[config.mk]
export PLATFORM = sky130hd
export DESIGN_NAME = acpush_top
export DESIGN_NICKNAME = d
export VERILOG_FILES = /design/src/acpush_pkg.sv /design/src/acpush_rnd_if.sv /design/src/acpush_round.sv /design/src/acpush_top.sv
export VERILOG_INCLUDE_DIRS = /design/src
export SDC_FILE = /design/constraint.sdc
export NUM_CORES = 2
export LEC_CHECK = 0
export BUFFER_PORTS_ARGS = -buffer_cell sky130_fd_sc_hd__buf_2
export CAP_MARGIN = 15
export CORE_ASPECT_RATIO = 2
export CORE_UTILIZATION = 60
export CTS_CLUSTER_SIZE = 24
export DETAILED_ROUTE_END_ITERATION = 8
export PLACE_DENSITY_LB_ADDON = 0.08
export RECOVER_POWER = 100
export SKIP_CTS_REPAIR_TIMING = 1
export SYNTH_ARGS = -nofsm -noshare
export SYNTH_HDL_FRONTEND = slang
export SYNTH_SLANG_ARGS = --single-unit
[constraint.sdc]
create_clock -name core_clk -period 51.1 [get_ports core_clk]
set_input_delay 0 -clock core_clk [delete_from_list [all_inputs] [get_ports core_clk]]
set_output_delay 0 -clock core_clk [all_outputs]
set_load 0.02 [all_outputs]
[src/acpush_defs.svh]
/*
  Constants of the actuator status and push-completion block: widths,
  field codes, push and creep values and timing figures.
  Assumes inclusion by bare name before the package and the modules.
*/
// What this block does
// Homing-finished rises after first homing completes
// Homing-finished holds until alarm or power loss
// Emergency stop alone keeps homing-finished set
// Absolute variant with taught home: set at power-up
// Alarm output low during alarm, else high
// Estop output low while active; home on release
// In-motion output high while the motor moves
// Sixteen table entries of six fields each; the code stores seven (pos, speed, acc, push, width, max_acc, mode)
// Target absolute or incremental per entry mode
// Other fields rejected until position written
// Position stored rounded to lead resolution
// Push zero means positioning, nonzero means push
// Positioning: done and number once within width
// Push: done after current held determination time
// Push approach at fixed 75 RPM creep
// Push field is a current limit percentage
// Host keeps push limit at 30 percent or more
// Keep pushing with the limit after success
// Push miss: number only, done stays low
// Alarm and estop outputs are active low
// Host selects entry with four weighted bits
// Push timer restarts when current drops below
`ifndef ACPUSH_DEFS_SVH
`define ACPUSH_DEFS_SVH

// ============================================================
// Widths and table entry count
`define ACP_POS_W      16
`define ACP_IDX_W      4
`define ACP_ENTRIES    16
`define ACP_ACC_W      8
`define ACP_PCT_W      8
`define ACP_FLD_W      3
`define ACP_PCNT_W     22

// ============================================================
// Table field codes
`define ACP_FLD_POS    3'h0
`define ACP_FLD_SPEED  3'h1
`define ACP_FLD_ACC    3'h2
`define ACP_FLD_PUSH   3'h3
`define ACP_FLD_WIDTH  3'h4
`define ACP_FLD_MAXACC 3'h5
`define ACP_FLD_MODE   3'h6

// ============================================================
// Values and timing
`define ACP_PUSH_OFF   8'h00
`define ACP_PUSH_MIN   8'h1e
`define ACP_CREEP_RPM  8'h4b
`define ACP_PUSH_MS    255
`define ACP_CLK_HZ     10000000
`define ACP_MS_PER_S   1000

`endif

[src/acpush_pkg.sv]
/*
  Types of the actuator status and push-completion block.
  Assumes acpush_defs.svh is on the include path.
*/
`include "acpush_defs.svh"
`default_nettype none

package acpush_pkg;
  typedef logic [`ACP_POS_W-1:0] acpush_pos_t;
  typedef logic [`ACP_IDX_W-1:0] acpush_idx_t;
  typedef logic [`ACP_PCT_W-1:0] acpush_pct_t;
  typedef logic [`ACP_ACC_W-1:0] acpush_acc_t;
  typedef logic [`ACP_FLD_W-1:0] acpush_fld_t;

  // One table entry
  typedef struct packed {
    acpush_pos_t pos;
    acpush_pos_t speed;
    acpush_acc_t acc;
    acpush_pct_t push;
    acpush_pos_t width;
    logic        max_acc;
    logic        incr;
    logic        pos_ok;
  } acpush_ent_t;

  typedef enum logic [2:0] {
    st_idle, st_home, st_load, st_move, st_push, st_held, st_miss
  } acpush_st_t;
endpackage

`default_nettype wire

[src/acpush_rnd_if.sv]
/*
  Interface between the sequencer and the position rounder.
  Assumes both ends run combinationally in one clock domain.
*/
`default_nettype none

interface acpush_rnd_if;
  import acpush_pkg::*;
  acpush_pos_t raw;
  acpush_pos_t res;
  acpush_pos_t rounded;

  modport client (output raw, output res, input rounded);
  modport rounder (input raw, input res, output rounded);
endinterface

`default_nettype wire

[src/acpush_round.sv]
/*
  Rounds a written position to the nearest multiple of the lead
  resolution. Assumes resolution zero means no rounding.
*/
`include "acpush_defs.svh"
`default_nettype none

module acpush_round (
  // Rounding request and result
  acpush_rnd_if.rounder rnd
);
  import acpush_pkg::*;

  logic [`ACP_POS_W:0]     sum;
  logic [`ACP_POS_W:0]     quo;
  logic [2*`ACP_POS_W+1:0] prod;

  // ============================================================
  // Nearest multiple, clipped downward on overflow
  always_comb begin
    sum  = {1'b0, rnd.raw} + {2'b00, rnd.res[`ACP_POS_W-1:1]};
    quo  = '0;
    prod = '0;
    if (rnd.res == '0) begin
      rnd.rounded = rnd.raw;
    end else begin
      quo  = sum / {1'b0, rnd.res};
      prod = quo * {1'b0, rnd.res};
      if (prod[2*`ACP_POS_W+1:`ACP_POS_W] != '0) begin
        rnd.rounded = rnd.raw - (rnd.raw % rnd.res);
      end else begin
        rnd.rounded = prod[`ACP_POS_W-1:0];
      end
    end
  end
endmodule

`default_nettype wire

[src/acpush_top.sv]
/*
  Status outputs, position table and move completion of a single-axis
  actuator controller. Assumes a motion core on core_clk executes the
  commands and reports position, current, motion, alarm and homing;
  parallel I/O pins arrive asynchronously.
*/
`include "acpush_defs.svh"
`default_nettype none

module acpush_top #(
  parameter int unsigned PUSH_CYC =
    `ACP_PUSH_MS * (`ACP_CLK_HZ / `ACP_MS_PER_S)
) (
  // Clock, reset, enable
  input  wire logic                core_clk,
  input  wire logic                rst_b,
  input  wire logic                clk_en,
  // Parallel I/O input pins
  input  wire logic                pin_start,
  input  wire acpush_pkg::acpush_idx_t pin_sel,
  input  wire logic                pin_hold_n,
  input  wire logic                pin_estop_n,
  // Configuration
  input  wire logic                abs_variant,
  input  wire logic                home_taught,
  input  wire acpush_pkg::acpush_pos_t lead_res,
  // Table entry port
  input  wire logic                tbl_wr,
  input  wire acpush_pkg::acpush_idx_t tbl_idx,
  input  wire acpush_pkg::acpush_fld_t tbl_fld,
  input  wire acpush_pkg::acpush_pos_t tbl_data,
  output logic                     tbl_reject,
  output logic                     tbl_push_low,
  // Motion core status
  input  wire logic                mc_home_ok,
  input  wire logic                mc_alarm,
  input  wire logic                mc_moving,
  input  wire acpush_pkg::acpush_pos_t mc_pos,
  input  wire acpush_pkg::acpush_pct_t mc_cur_pct,
  // Motion core commands
  output logic                     cmd_go,
  output logic                     cmd_home,
  output logic                     cmd_hold,
  output acpush_pkg::acpush_pos_t  cmd_target,
  output acpush_pkg::acpush_pos_t  cmd_speed,
  output acpush_pkg::acpush_acc_t  cmd_acc,
  output logic                     cmd_max_acc,
  output acpush_pkg::acpush_pct_t  cmd_push_pct,
  output logic                     cmd_push_mode,
  output logic                     cmd_creep,
  output acpush_pkg::acpush_pct_t  cmd_creep_rpm,
  // Status output pins
  output logic                     out_home_done,
  output logic                     out_alarm_n,
  output logic                     out_estop_n,
  output logic                     out_moving,
  output logic                     out_pos_done,
  output acpush_pkg::acpush_idx_t  out_done_pos
);
  import acpush_pkg::*;

  localparam logic [`ACP_PCNT_W-1:0] PC_LAST =
    `ACP_PCNT_W'(PUSH_CYC - 1);

  // ============================================================
  // State
  typedef struct packed {
    logic                     s1_start;
    logic                     s2_start;
    logic                     s3_start;
    acpush_idx_t              s1_sel;
    acpush_idx_t              s2_sel;
    logic                     s1_hold;
    logic                     s2_hold;
    logic                     s1_estop;
    logic                     s2_estop;
    logic                     s3_estop;
    logic                     init_done;
    acpush_st_t               st;
    acpush_idx_t              idx;
    acpush_pos_t              target;
    logic                     home_done;
    logic                     home;
    logic                     alarm_n;
    logic                     estop_n;
    logic                     moving;
    logic                     pos_done;
    acpush_idx_t              done_pos;
    logic [`ACP_PCNT_W-1:0]   pcnt;
    logic                     go;
    logic                     creep;
    logic                     reject;
    logic                     push_low;
    acpush_ent_t [`ACP_ENTRIES-1:0] tbl;
  } acpush_state_t;

  localparam acpush_state_t RST_STATE = '{
    s1_hold: 1'b1, s2_hold: 1'b1,
    s1_estop: 1'b1, s2_estop: 1'b1, s3_estop: 1'b1,
    st: st_idle, alarm_n: 1'b1, estop_n: 1'b1,
    default: '0
  };

  acpush_state_t s_r;
  acpush_state_t s_nxt;

  acpush_rnd_if rnd ();

  acpush_ent_t  sel;
  acpush_pos_t  diff;
  logic         in_band;
  logic         start_rise;
  logic         estop_rise;
  logic         run_ok;

  acpush_round u_round (
    .rnd (rnd.rounder)
  );

  // ============================================================
  // Derived terms
  assign sel        = s_r.tbl[s_r.idx];
  assign diff       = (s_r.target >= mc_pos) ? s_r.target - mc_pos
                                             : mc_pos - s_r.target;
  assign in_band    = diff <= sel.width;
  assign start_rise = s_r.s2_start & ~s_r.s3_start;
  assign estop_rise = s_r.s2_estop & ~s_r.s3_estop;
  assign run_ok     = s_r.s2_estop & ~mc_alarm;
  assign rnd.raw    = tbl_data;
  assign rnd.res    = lead_res;

  // ============================================================
  // Next state
  always_comb begin
    s_nxt          = s_r;
    s_nxt.s1_start = pin_start;
    s_nxt.s2_start = s_r.s1_start;
    s_nxt.s3_start = s_r.s2_start;
    s_nxt.s1_sel   = pin_sel;
    s_nxt.s2_sel   = s_r.s1_sel;
    s_nxt.s1_hold  = pin_hold_n;
    s_nxt.s2_hold  = s_r.s1_hold;
    s_nxt.s1_estop = pin_estop_n;
    s_nxt.s2_estop = s_r.s1_estop;
    s_nxt.s3_estop = s_r.s2_estop;
    s_nxt.go       = 1'b0;
    s_nxt.reject   = 1'b0;
    s_nxt.push_low = 1'b0;
    s_nxt.alarm_n  = ~mc_alarm;
    s_nxt.estop_n  = s_r.s2_estop;
    s_nxt.moving   = mc_moving;

    // Power-up preparation
    if (!s_r.init_done) begin
      s_nxt.init_done = 1'b1;
      s_nxt.pos_done  = 1'b1;
      if (abs_variant && home_taught) begin
        s_nxt.home_done = 1'b1;
      end
    end

    // Homing flag: alarm clears, estop does not, set wins
    if (mc_alarm) begin
      s_nxt.home_done = 1'b0;
    end
    if (mc_home_ok) begin
      s_nxt.home_done = 1'b1;
      s_nxt.home      = 1'b0;
    end
    if (estop_rise) begin
      s_nxt.home = 1'b1;
    end

    // Table entry writes
    if (tbl_wr) begin
      if (tbl_fld != `ACP_FLD_POS && !s_r.tbl[tbl_idx].pos_ok) begin
        s_nxt.reject = 1'b1;
      end else begin
        case (tbl_fld)
          `ACP_FLD_POS: begin
            s_nxt.tbl[tbl_idx].pos    = rnd.rounded;
            s_nxt.tbl[tbl_idx].pos_ok = 1'b1;
          end
          `ACP_FLD_SPEED: begin
            s_nxt.tbl[tbl_idx].speed = tbl_data;
          end
          `ACP_FLD_ACC: begin
            s_nxt.tbl[tbl_idx].acc = tbl_data[`ACP_ACC_W-1:0];
          end
          `ACP_FLD_PUSH: begin
            s_nxt.tbl[tbl_idx].push = tbl_data[`ACP_PCT_W-1:0];
            if (tbl_data[`ACP_PCT_W-1:0] != `ACP_PUSH_OFF &&
                tbl_data[`ACP_PCT_W-1:0] < `ACP_PUSH_MIN) begin
              s_nxt.push_low = 1'b1;
            end
          end
          `ACP_FLD_WIDTH: begin
            s_nxt.tbl[tbl_idx].width = tbl_data;
          end
          `ACP_FLD_MAXACC: begin
            s_nxt.tbl[tbl_idx].max_acc = tbl_data[0];
          end
          `ACP_FLD_MODE: begin
            s_nxt.tbl[tbl_idx].incr = tbl_data[0];
          end
          default: begin
            s_nxt.reject = 1'b1;
          end
        endcase
      end
    end

    // Move sequencer
    case (s_r.st)
      st_idle, st_held, st_miss: begin
        if (start_rise && run_ok) begin
          s_nxt.idx      = s_r.s2_sel;
          s_nxt.pos_done = 1'b0;
          s_nxt.done_pos = '0;
          s_nxt.pcnt     = '0;
          s_nxt.creep    = 1'b0;
          if (!s_r.home_done) begin
            s_nxt.home = 1'b1;
            s_nxt.st   = st_home;
          end else begin
            s_nxt.st = st_load;
          end
        end
      end
      st_home: begin
        if (s_r.home_done) begin
          s_nxt.st = st_load;
        end
      end
      st_load: begin
        s_nxt.target = sel.incr ? mc_pos + sel.pos : sel.pos;
        s_nxt.go     = 1'b1;
        s_nxt.st     = st_move;
      end
      st_move: begin
        if (in_band) begin
          if (sel.push == `ACP_PUSH_OFF) begin
            s_nxt.pos_done = 1'b1;
            s_nxt.done_pos = s_r.idx;
            s_nxt.st       = st_idle;
          end else begin
            s_nxt.creep = 1'b1;
            s_nxt.pcnt  = '0;
            s_nxt.st    = st_push;
          end
        end
      end
      st_push: begin
        if (mc_cur_pct >= sel.push) begin
          if (s_r.pcnt == PC_LAST) begin
            s_nxt.pos_done = 1'b1;
            s_nxt.done_pos = s_r.idx;
            s_nxt.st       = st_held;
          end else begin
            s_nxt.pcnt = s_r.pcnt + 1'b1;
          end
        end else begin
          s_nxt.pcnt = '0;
          if (!mc_moving) begin
            s_nxt.done_pos = s_r.idx;
            s_nxt.creep    = 1'b0;
            s_nxt.st       = st_miss;
          end
        end
      end
      default: begin
        s_nxt.st = st_idle;
      end
    endcase

    // Emergency stop or alarm abandons the move
    if (!run_ok) begin
      s_nxt.st       = st_idle;
      s_nxt.creep    = 1'b0;
      s_nxt.go       = 1'b0;
      s_nxt.pcnt     = '0;
    end
    if (!s_r.s2_estop) begin
      s_nxt.done_pos = '0;
    end
  end

  // ============================================================
  // Registers
  always_ff @(posedge core_clk) begin
    if (!rst_b) begin
      s_r <= RST_STATE;
    end else if (clk_en) begin
      s_r <= s_nxt;
    end
  end

  // ============================================================
  // Outputs
  assign tbl_reject    = s_r.reject;
  assign tbl_push_low  = s_r.push_low;
  assign cmd_go        = s_r.go;
  assign cmd_home      = s_r.home;
  assign cmd_hold      = ~s_r.s2_hold;
  assign cmd_target    = s_r.target;
  assign cmd_speed     = sel.speed;
  assign cmd_acc       = sel.acc;
  assign cmd_max_acc   = sel.max_acc;
  assign cmd_push_pct  = sel.push;
  assign cmd_push_mode = sel.push != `ACP_PUSH_OFF;
  assign cmd_creep     = s_r.creep;
  assign cmd_creep_rpm = `ACP_CREEP_RPM;
  assign out_home_done = s_r.home_done;
  assign out_alarm_n   = s_r.alarm_n;
  assign out_estop_n   = s_r.estop_n;
  assign out_moving    = s_r.moving;
  assign out_pos_done  = s_r.pos_done;
  assign out_done_pos  = s_r.done_pos;

  // ============================================================
  // Checks
  a_home_set_ok:
    assert property (@(posedge core_clk) disable iff (!rst_b)
      mc_home_ok && clk_en |=> out_home_done)
    else $error("homing finished not set after home report");

  a_home_alarm_clr:
    assert property (@(posedge core_clk) disable iff (!rst_b)
      mc_alarm && !mc_home_ok && clk_en && s_r.init_done
      |=> !out_home_done)
    else $error("homing finished survived an alarm");

  a_home_estop_keep:
    assert property (@(posedge core_clk) disable iff (!rst_b)
      out_home_done && !mc_alarm && clk_en |=> out_home_done)
    else $error("homing finished dropped without alarm");

  a_abs_home_up:
    assert property (@(posedge core_clk) disable iff (!rst_b)
      !s_r.init_done && abs_variant && home_taught && clk_en
      |=> out_home_done)
    else $error("taught absolute home not reported at power-up");

  a_alarm_pin_low:
    assert property (@(posedge core_clk) disable iff (!rst_b)
      clk_en |=> out_alarm_n == !$past(mc_alarm))
    else $error("alarm output does not follow alarm condition");

  a_estop_pin_low:
    assert property (@(posedge core_clk) disable iff (!rst_b)
      clk_en |=> out_estop_n == $past(s_r.s2_estop))
    else $error("estop output does not follow estop input");

  a_moving_follow:
    assert property (@(posedge core_clk) disable iff (!rst_b)
      clk_en |=> out_moving == $past(mc_moving))
    else $error("in-motion output does not follow the motor");

  a_write_reject:
    assert property (@(posedge core_clk) disable iff (!rst_b)
      tbl_wr && clk_en && tbl_fld != `ACP_FLD_POS &&
      !s_r.tbl[tbl_idx].pos_ok |=> tbl_reject)
    else $error("field write before position not rejected");

  a_round_mult:
    assert property (@(posedge core_clk) disable iff (!rst_b)
      rnd.res != '0 |-> (rnd.rounded % rnd.res) == '0)
    else $error("rounded position not a resolution multiple");

  a_plain_finish:
    assert property (@(posedge core_clk) disable iff (!rst_b)
      s_r.st == st_move && in_band && sel.push == `ACP_PUSH_OFF &&
      run_ok && clk_en
      |=> out_pos_done && out_done_pos == $past(s_r.idx))
    else $error("positioning finish missing inside the band");

  a_push_finish:
    assert property (@(posedge core_clk) disable iff (!rst_b)
      $rose(out_pos_done) && $past(s_r.st) == st_push
      |-> $past(s_r.pcnt) == PC_LAST)
    else $error("push finish before determination time");

  a_push_restart:
    assert property (@(posedge core_clk) disable iff (!rst_b)
      s_r.st == st_push && mc_cur_pct < sel.push && clk_en
      |=> s_r.pcnt == '0)
    else $error("push timer not restarted on low current");

  a_push_creep:
    assert property (@(posedge core_clk) disable iff (!rst_b)
      s_r.st == st_push |-> cmd_creep &&
      cmd_creep_rpm == `ACP_CREEP_RPM)
    else $error("push approach not at creep speed");

  a_push_held:
    assert property (@(posedge core_clk) disable iff (!rst_b)
      s_r.st == st_held |-> cmd_creep && cmd_push_mode)
    else $error("pushing stopped after push success");

  a_push_miss:
    assert property (@(posedge core_clk) disable iff (!rst_b)
      s_r.st == st_miss |-> !out_pos_done &&
      out_done_pos == s_r.idx)
    else $error("push miss shows positioning finished");
endmodule

`default_nettype wire

==> impl_metrics.py <==
metrics = {
    "run_status": {
        "status": "complete, but fails checks",
        "violations": "hold timing, capacitance limit, slew limit",
    },
    "route": {
        "wl_um": 283000,
        "antenna_left": 0,
        "drt_iter0_drc": 5833,
        "drc": 0,
        "viasPerCell": 6.43,
        "num_vias": 70200,
        "drt_pass1_iterations": 9,
        "wire_per_inst_um": 25.9,
    },
    "setup_path": {
        "path_max_fanout": 39,
        "critPathKind": "primary input to flip-flop",
        "path_common_cell": "ha_1",
        "cp_top_family": "compound AO/OA/AOI/OAI gates",
        "worstPathArrival_ns": 47.72,
        "r2r-start": "s_r[1124]$_SDFFE_PN0P_",
        "ff2ff_path_depth": 16,
        "critical_path_buf_inv_count": 14,
        "cpPeakStageDelay_ns": 1.12,
        "startpoint_type": "primary input",
        "r2r-end": "s_r[1097]$_SDFFE_PN0P_",
        "critPathSlowestCell": "o31ai_1",
        "critPathCaptureType": "flip-flop",
        "cp_data_required_time_ns": 51.65,
        "rrSetupSlack_ns": 36.81,
    },
    "place": {
        "gp_congestion": 1.06,
        "port-buffer-count": 143,
        "dp_hpwl_um": 202000,
        "place_ws_ns": 5.90,
        "post_dp_cell_area_mm2": 0.0809,
    },
    "clock_network": {
        "cts_buffer_depth": 3,
        "cts_tree": "yes",
        "cts_root_buffer": "clkbuf_16",
        "cts_inserted_buffers": 97,
        "clkLatencyLatePin_ns": 0.74,
        "h-tree-depth": 3,
        "cts.clk_slew.worst_paths_ns": 0.07,
        "clock-sinks": 1147,
    },
    "timing": {
        "max_freq_ghz": 0.0212,
        "worst_slack_ns": 3.93,
        "final_hold_viol_count": 2,
        "slew_violations": 1475,
        "setup_tns_ns": 0,
        "relSlewSlack_pct": -564,
        "setup_viol": 0,
        "whs_ns": -0.0252,
        "fin_crit_sh_pct": 92.3,
        "clock_skew_ns": 0.0670,
        "rsz0062_at_grt": "no",
        "fin_crit_ns": 47.17,
        "worstMarginPinSlew_ns": 9.96,
    },
    "global_routing": {
        "grt_pass1_vias": 70400,
        "grt_max_degree": 289,
        "grt_util_all_layers_pct": 42.4,
        "grt_overflow": 0,
        "grt_pass1_wl_um": 423000,
        "antenna_found_initial": 25,
    },
    "min_path": {
        "hold_path_end": "cmd_target[4]$_SDFFE_PN0P_",
        "worstHoldStart": "mc_pos[4]",
        "hp-class": "primary input to flip-flop",
        "hold_depth": 7,
    },
    "layout": {
        "nets": 9923,
        "layout_commonest_cell": "nand2_1",
        "final_core_utilization_pct": 64.9,
        "final_area_mm2": 0.0844,
        "layout_common_cells": "1800 x nand2_1, 1144 x dfxtp_1, 788 x a21boi_0, 497 x ha_1, 489 x nand3_1",
        "areaGrowthSynthToFinish_pct": 6.95,
        "drive_gt1_share_pct": 9.96,
    },
    "synthesis": {
        "synth_edf_count": 0,
        "synthCells": 9230,
        "yosysWarnings": 0,
        "synth-seq-area-share_pct": 29.1,
        "ys_types": 112,
        "syn_avg_cell_area_um2": 8.55,
        "synth-seq-cells": 1147,
        "synth_ff_type": "dfxtp_1",
        "synth_area_mm2": 0.0789,
        "async_flop_share_pct": 0,
    },
    "floorplan": {
        "die_y_um": 515,
        "die_area_mm2": 0.133,
        "io_pins": 152,
        "die_w_um": 258,
        "rows": 187,
        "start_util_pct": 60.7,
        "fp.coreArea_mm2": 0.130,
    },
    "power_and_ir_drop": {
        "p_leak_nw": 31.2,
        "p_total_w": 0.00311,
        "powerDensity_mw_per_mm2": 36.8,
        "worst_ir_drop_vdd_mv": 0.0512,
    },
    "flow_run": {
        "max_cap_viol_count": 15,
    },
}
## cells by family after synthesis
group / share of synthesized area (%)
and+or+nand+nor: 18.7
AOI/OAI and AO/OA: 19.4
DFF: 29.1
buffers and inverters: 5.34
adders and majority gates: 13.3
muxes: 11.5
xor gates and xnor gates: 2.62
other: 0.00951
## report_power, final
part           total [W]  switching, W  internal (W)
sequential      0.000895   0.000000951      0.000894
clock           0.000787      0.000358      0.000429
combinational    0.00143      0.000880      0.000548
## worst reg2reg max path: cells and delay by family, from the launching register on
family	cells	cell delay, ns
mux	2	1.83
xor+xnor	1	0.24
buf+inv	1	6.45
compound gates	7	2.94
simple gates	4	0.66
flops	1	1.70
fa+ha+maj	1	0.33
## Yosys cell counts (all sizes together) (22+ instances only)
library cell	n	area (um^2)
fa	214	4280
o21a	133	1000
and2	62	388
nor2b	98	613
o211a	22	220
nand4	46	288
and3	64	400
nand2b	57	357
a21boi	789	5930
o211ai	50	390
o31ai	43	353
inv	441	1660
ha	497	6220
a21oi	290	1470
or3	41	257
clkbuf	501	1880
a211oi	43	340
dfxtp	1147	23000
buf	126	666
a31oi	56	384
mux2i	82	833
a21o	108	811
xor2	104	911
nand2	1800	6760
a22oi	25	188
o21bai	35	263
nand3	489	2450
or2	47	294
o21ai	496	2490
nor2	417	1600
xnor2	132	1160
nor3	118	627
mux4	334	7520
mux2	65	732
nor4	31	236
## routing by layer
| layer | global-route usage (%) | vias up | part of all wire [%] |
|---|---|---|---|
| li1 | - | 32000 | - |
| met3 | 10.1 | 1337 | 7.4 |
| met2 | 72.9 | 3020 | 49 |
| met4 | 41.2 | 16 | 11 |
| met1 | 41.0 | 33800 | 32 |
| met5 | 0 | - | 0.035 |
## cell type report
type	count	area, um^2
diodes	12	30.0
repair buffers	305	1950
inverters	443	1660
well taps	1701	2130
clock buffers	133	2780
clock inverters	43	531
multi-input cells	7139	52400
fillers	11400	45700
flip-flops and latches	1147	23000
## metrics by stage
| step | cells | hold slack, ns |
|---|---|---|
| detailed placement | 10700 | 0.224 |
| global placement | 10700 | 0.217 |
| global route | 10900 | 0.00484 |
| finish | 10900 | -0.0252 |
| CTS | 10900 | -0.539 |
| floorplan | 9356 | 0.128 |
## how the worst max path moves through the flow
| stage | startpoint | end | slack [ns] | depth (start not counted) |
|---|---|---|---|---|
| after global placement | lead_res[1] | flip-flop | 6.66 | 157 |
| after floorplan | lead_res[2] | flip-flop | 13.76 | 176 |
| after CTS | lead_res[1] | flip-flop | 6.63 | 156 |
| final | tbl_data[11] | flip-flop | 3.93 | 161 |
| after detailed placement | lead_res[1] | flip-flop | 5.90 | 156 |
| after global routing | tbl_data[11] | flip-flop | 1.18 | 162 |
Power figures use the tool's default switching activity.
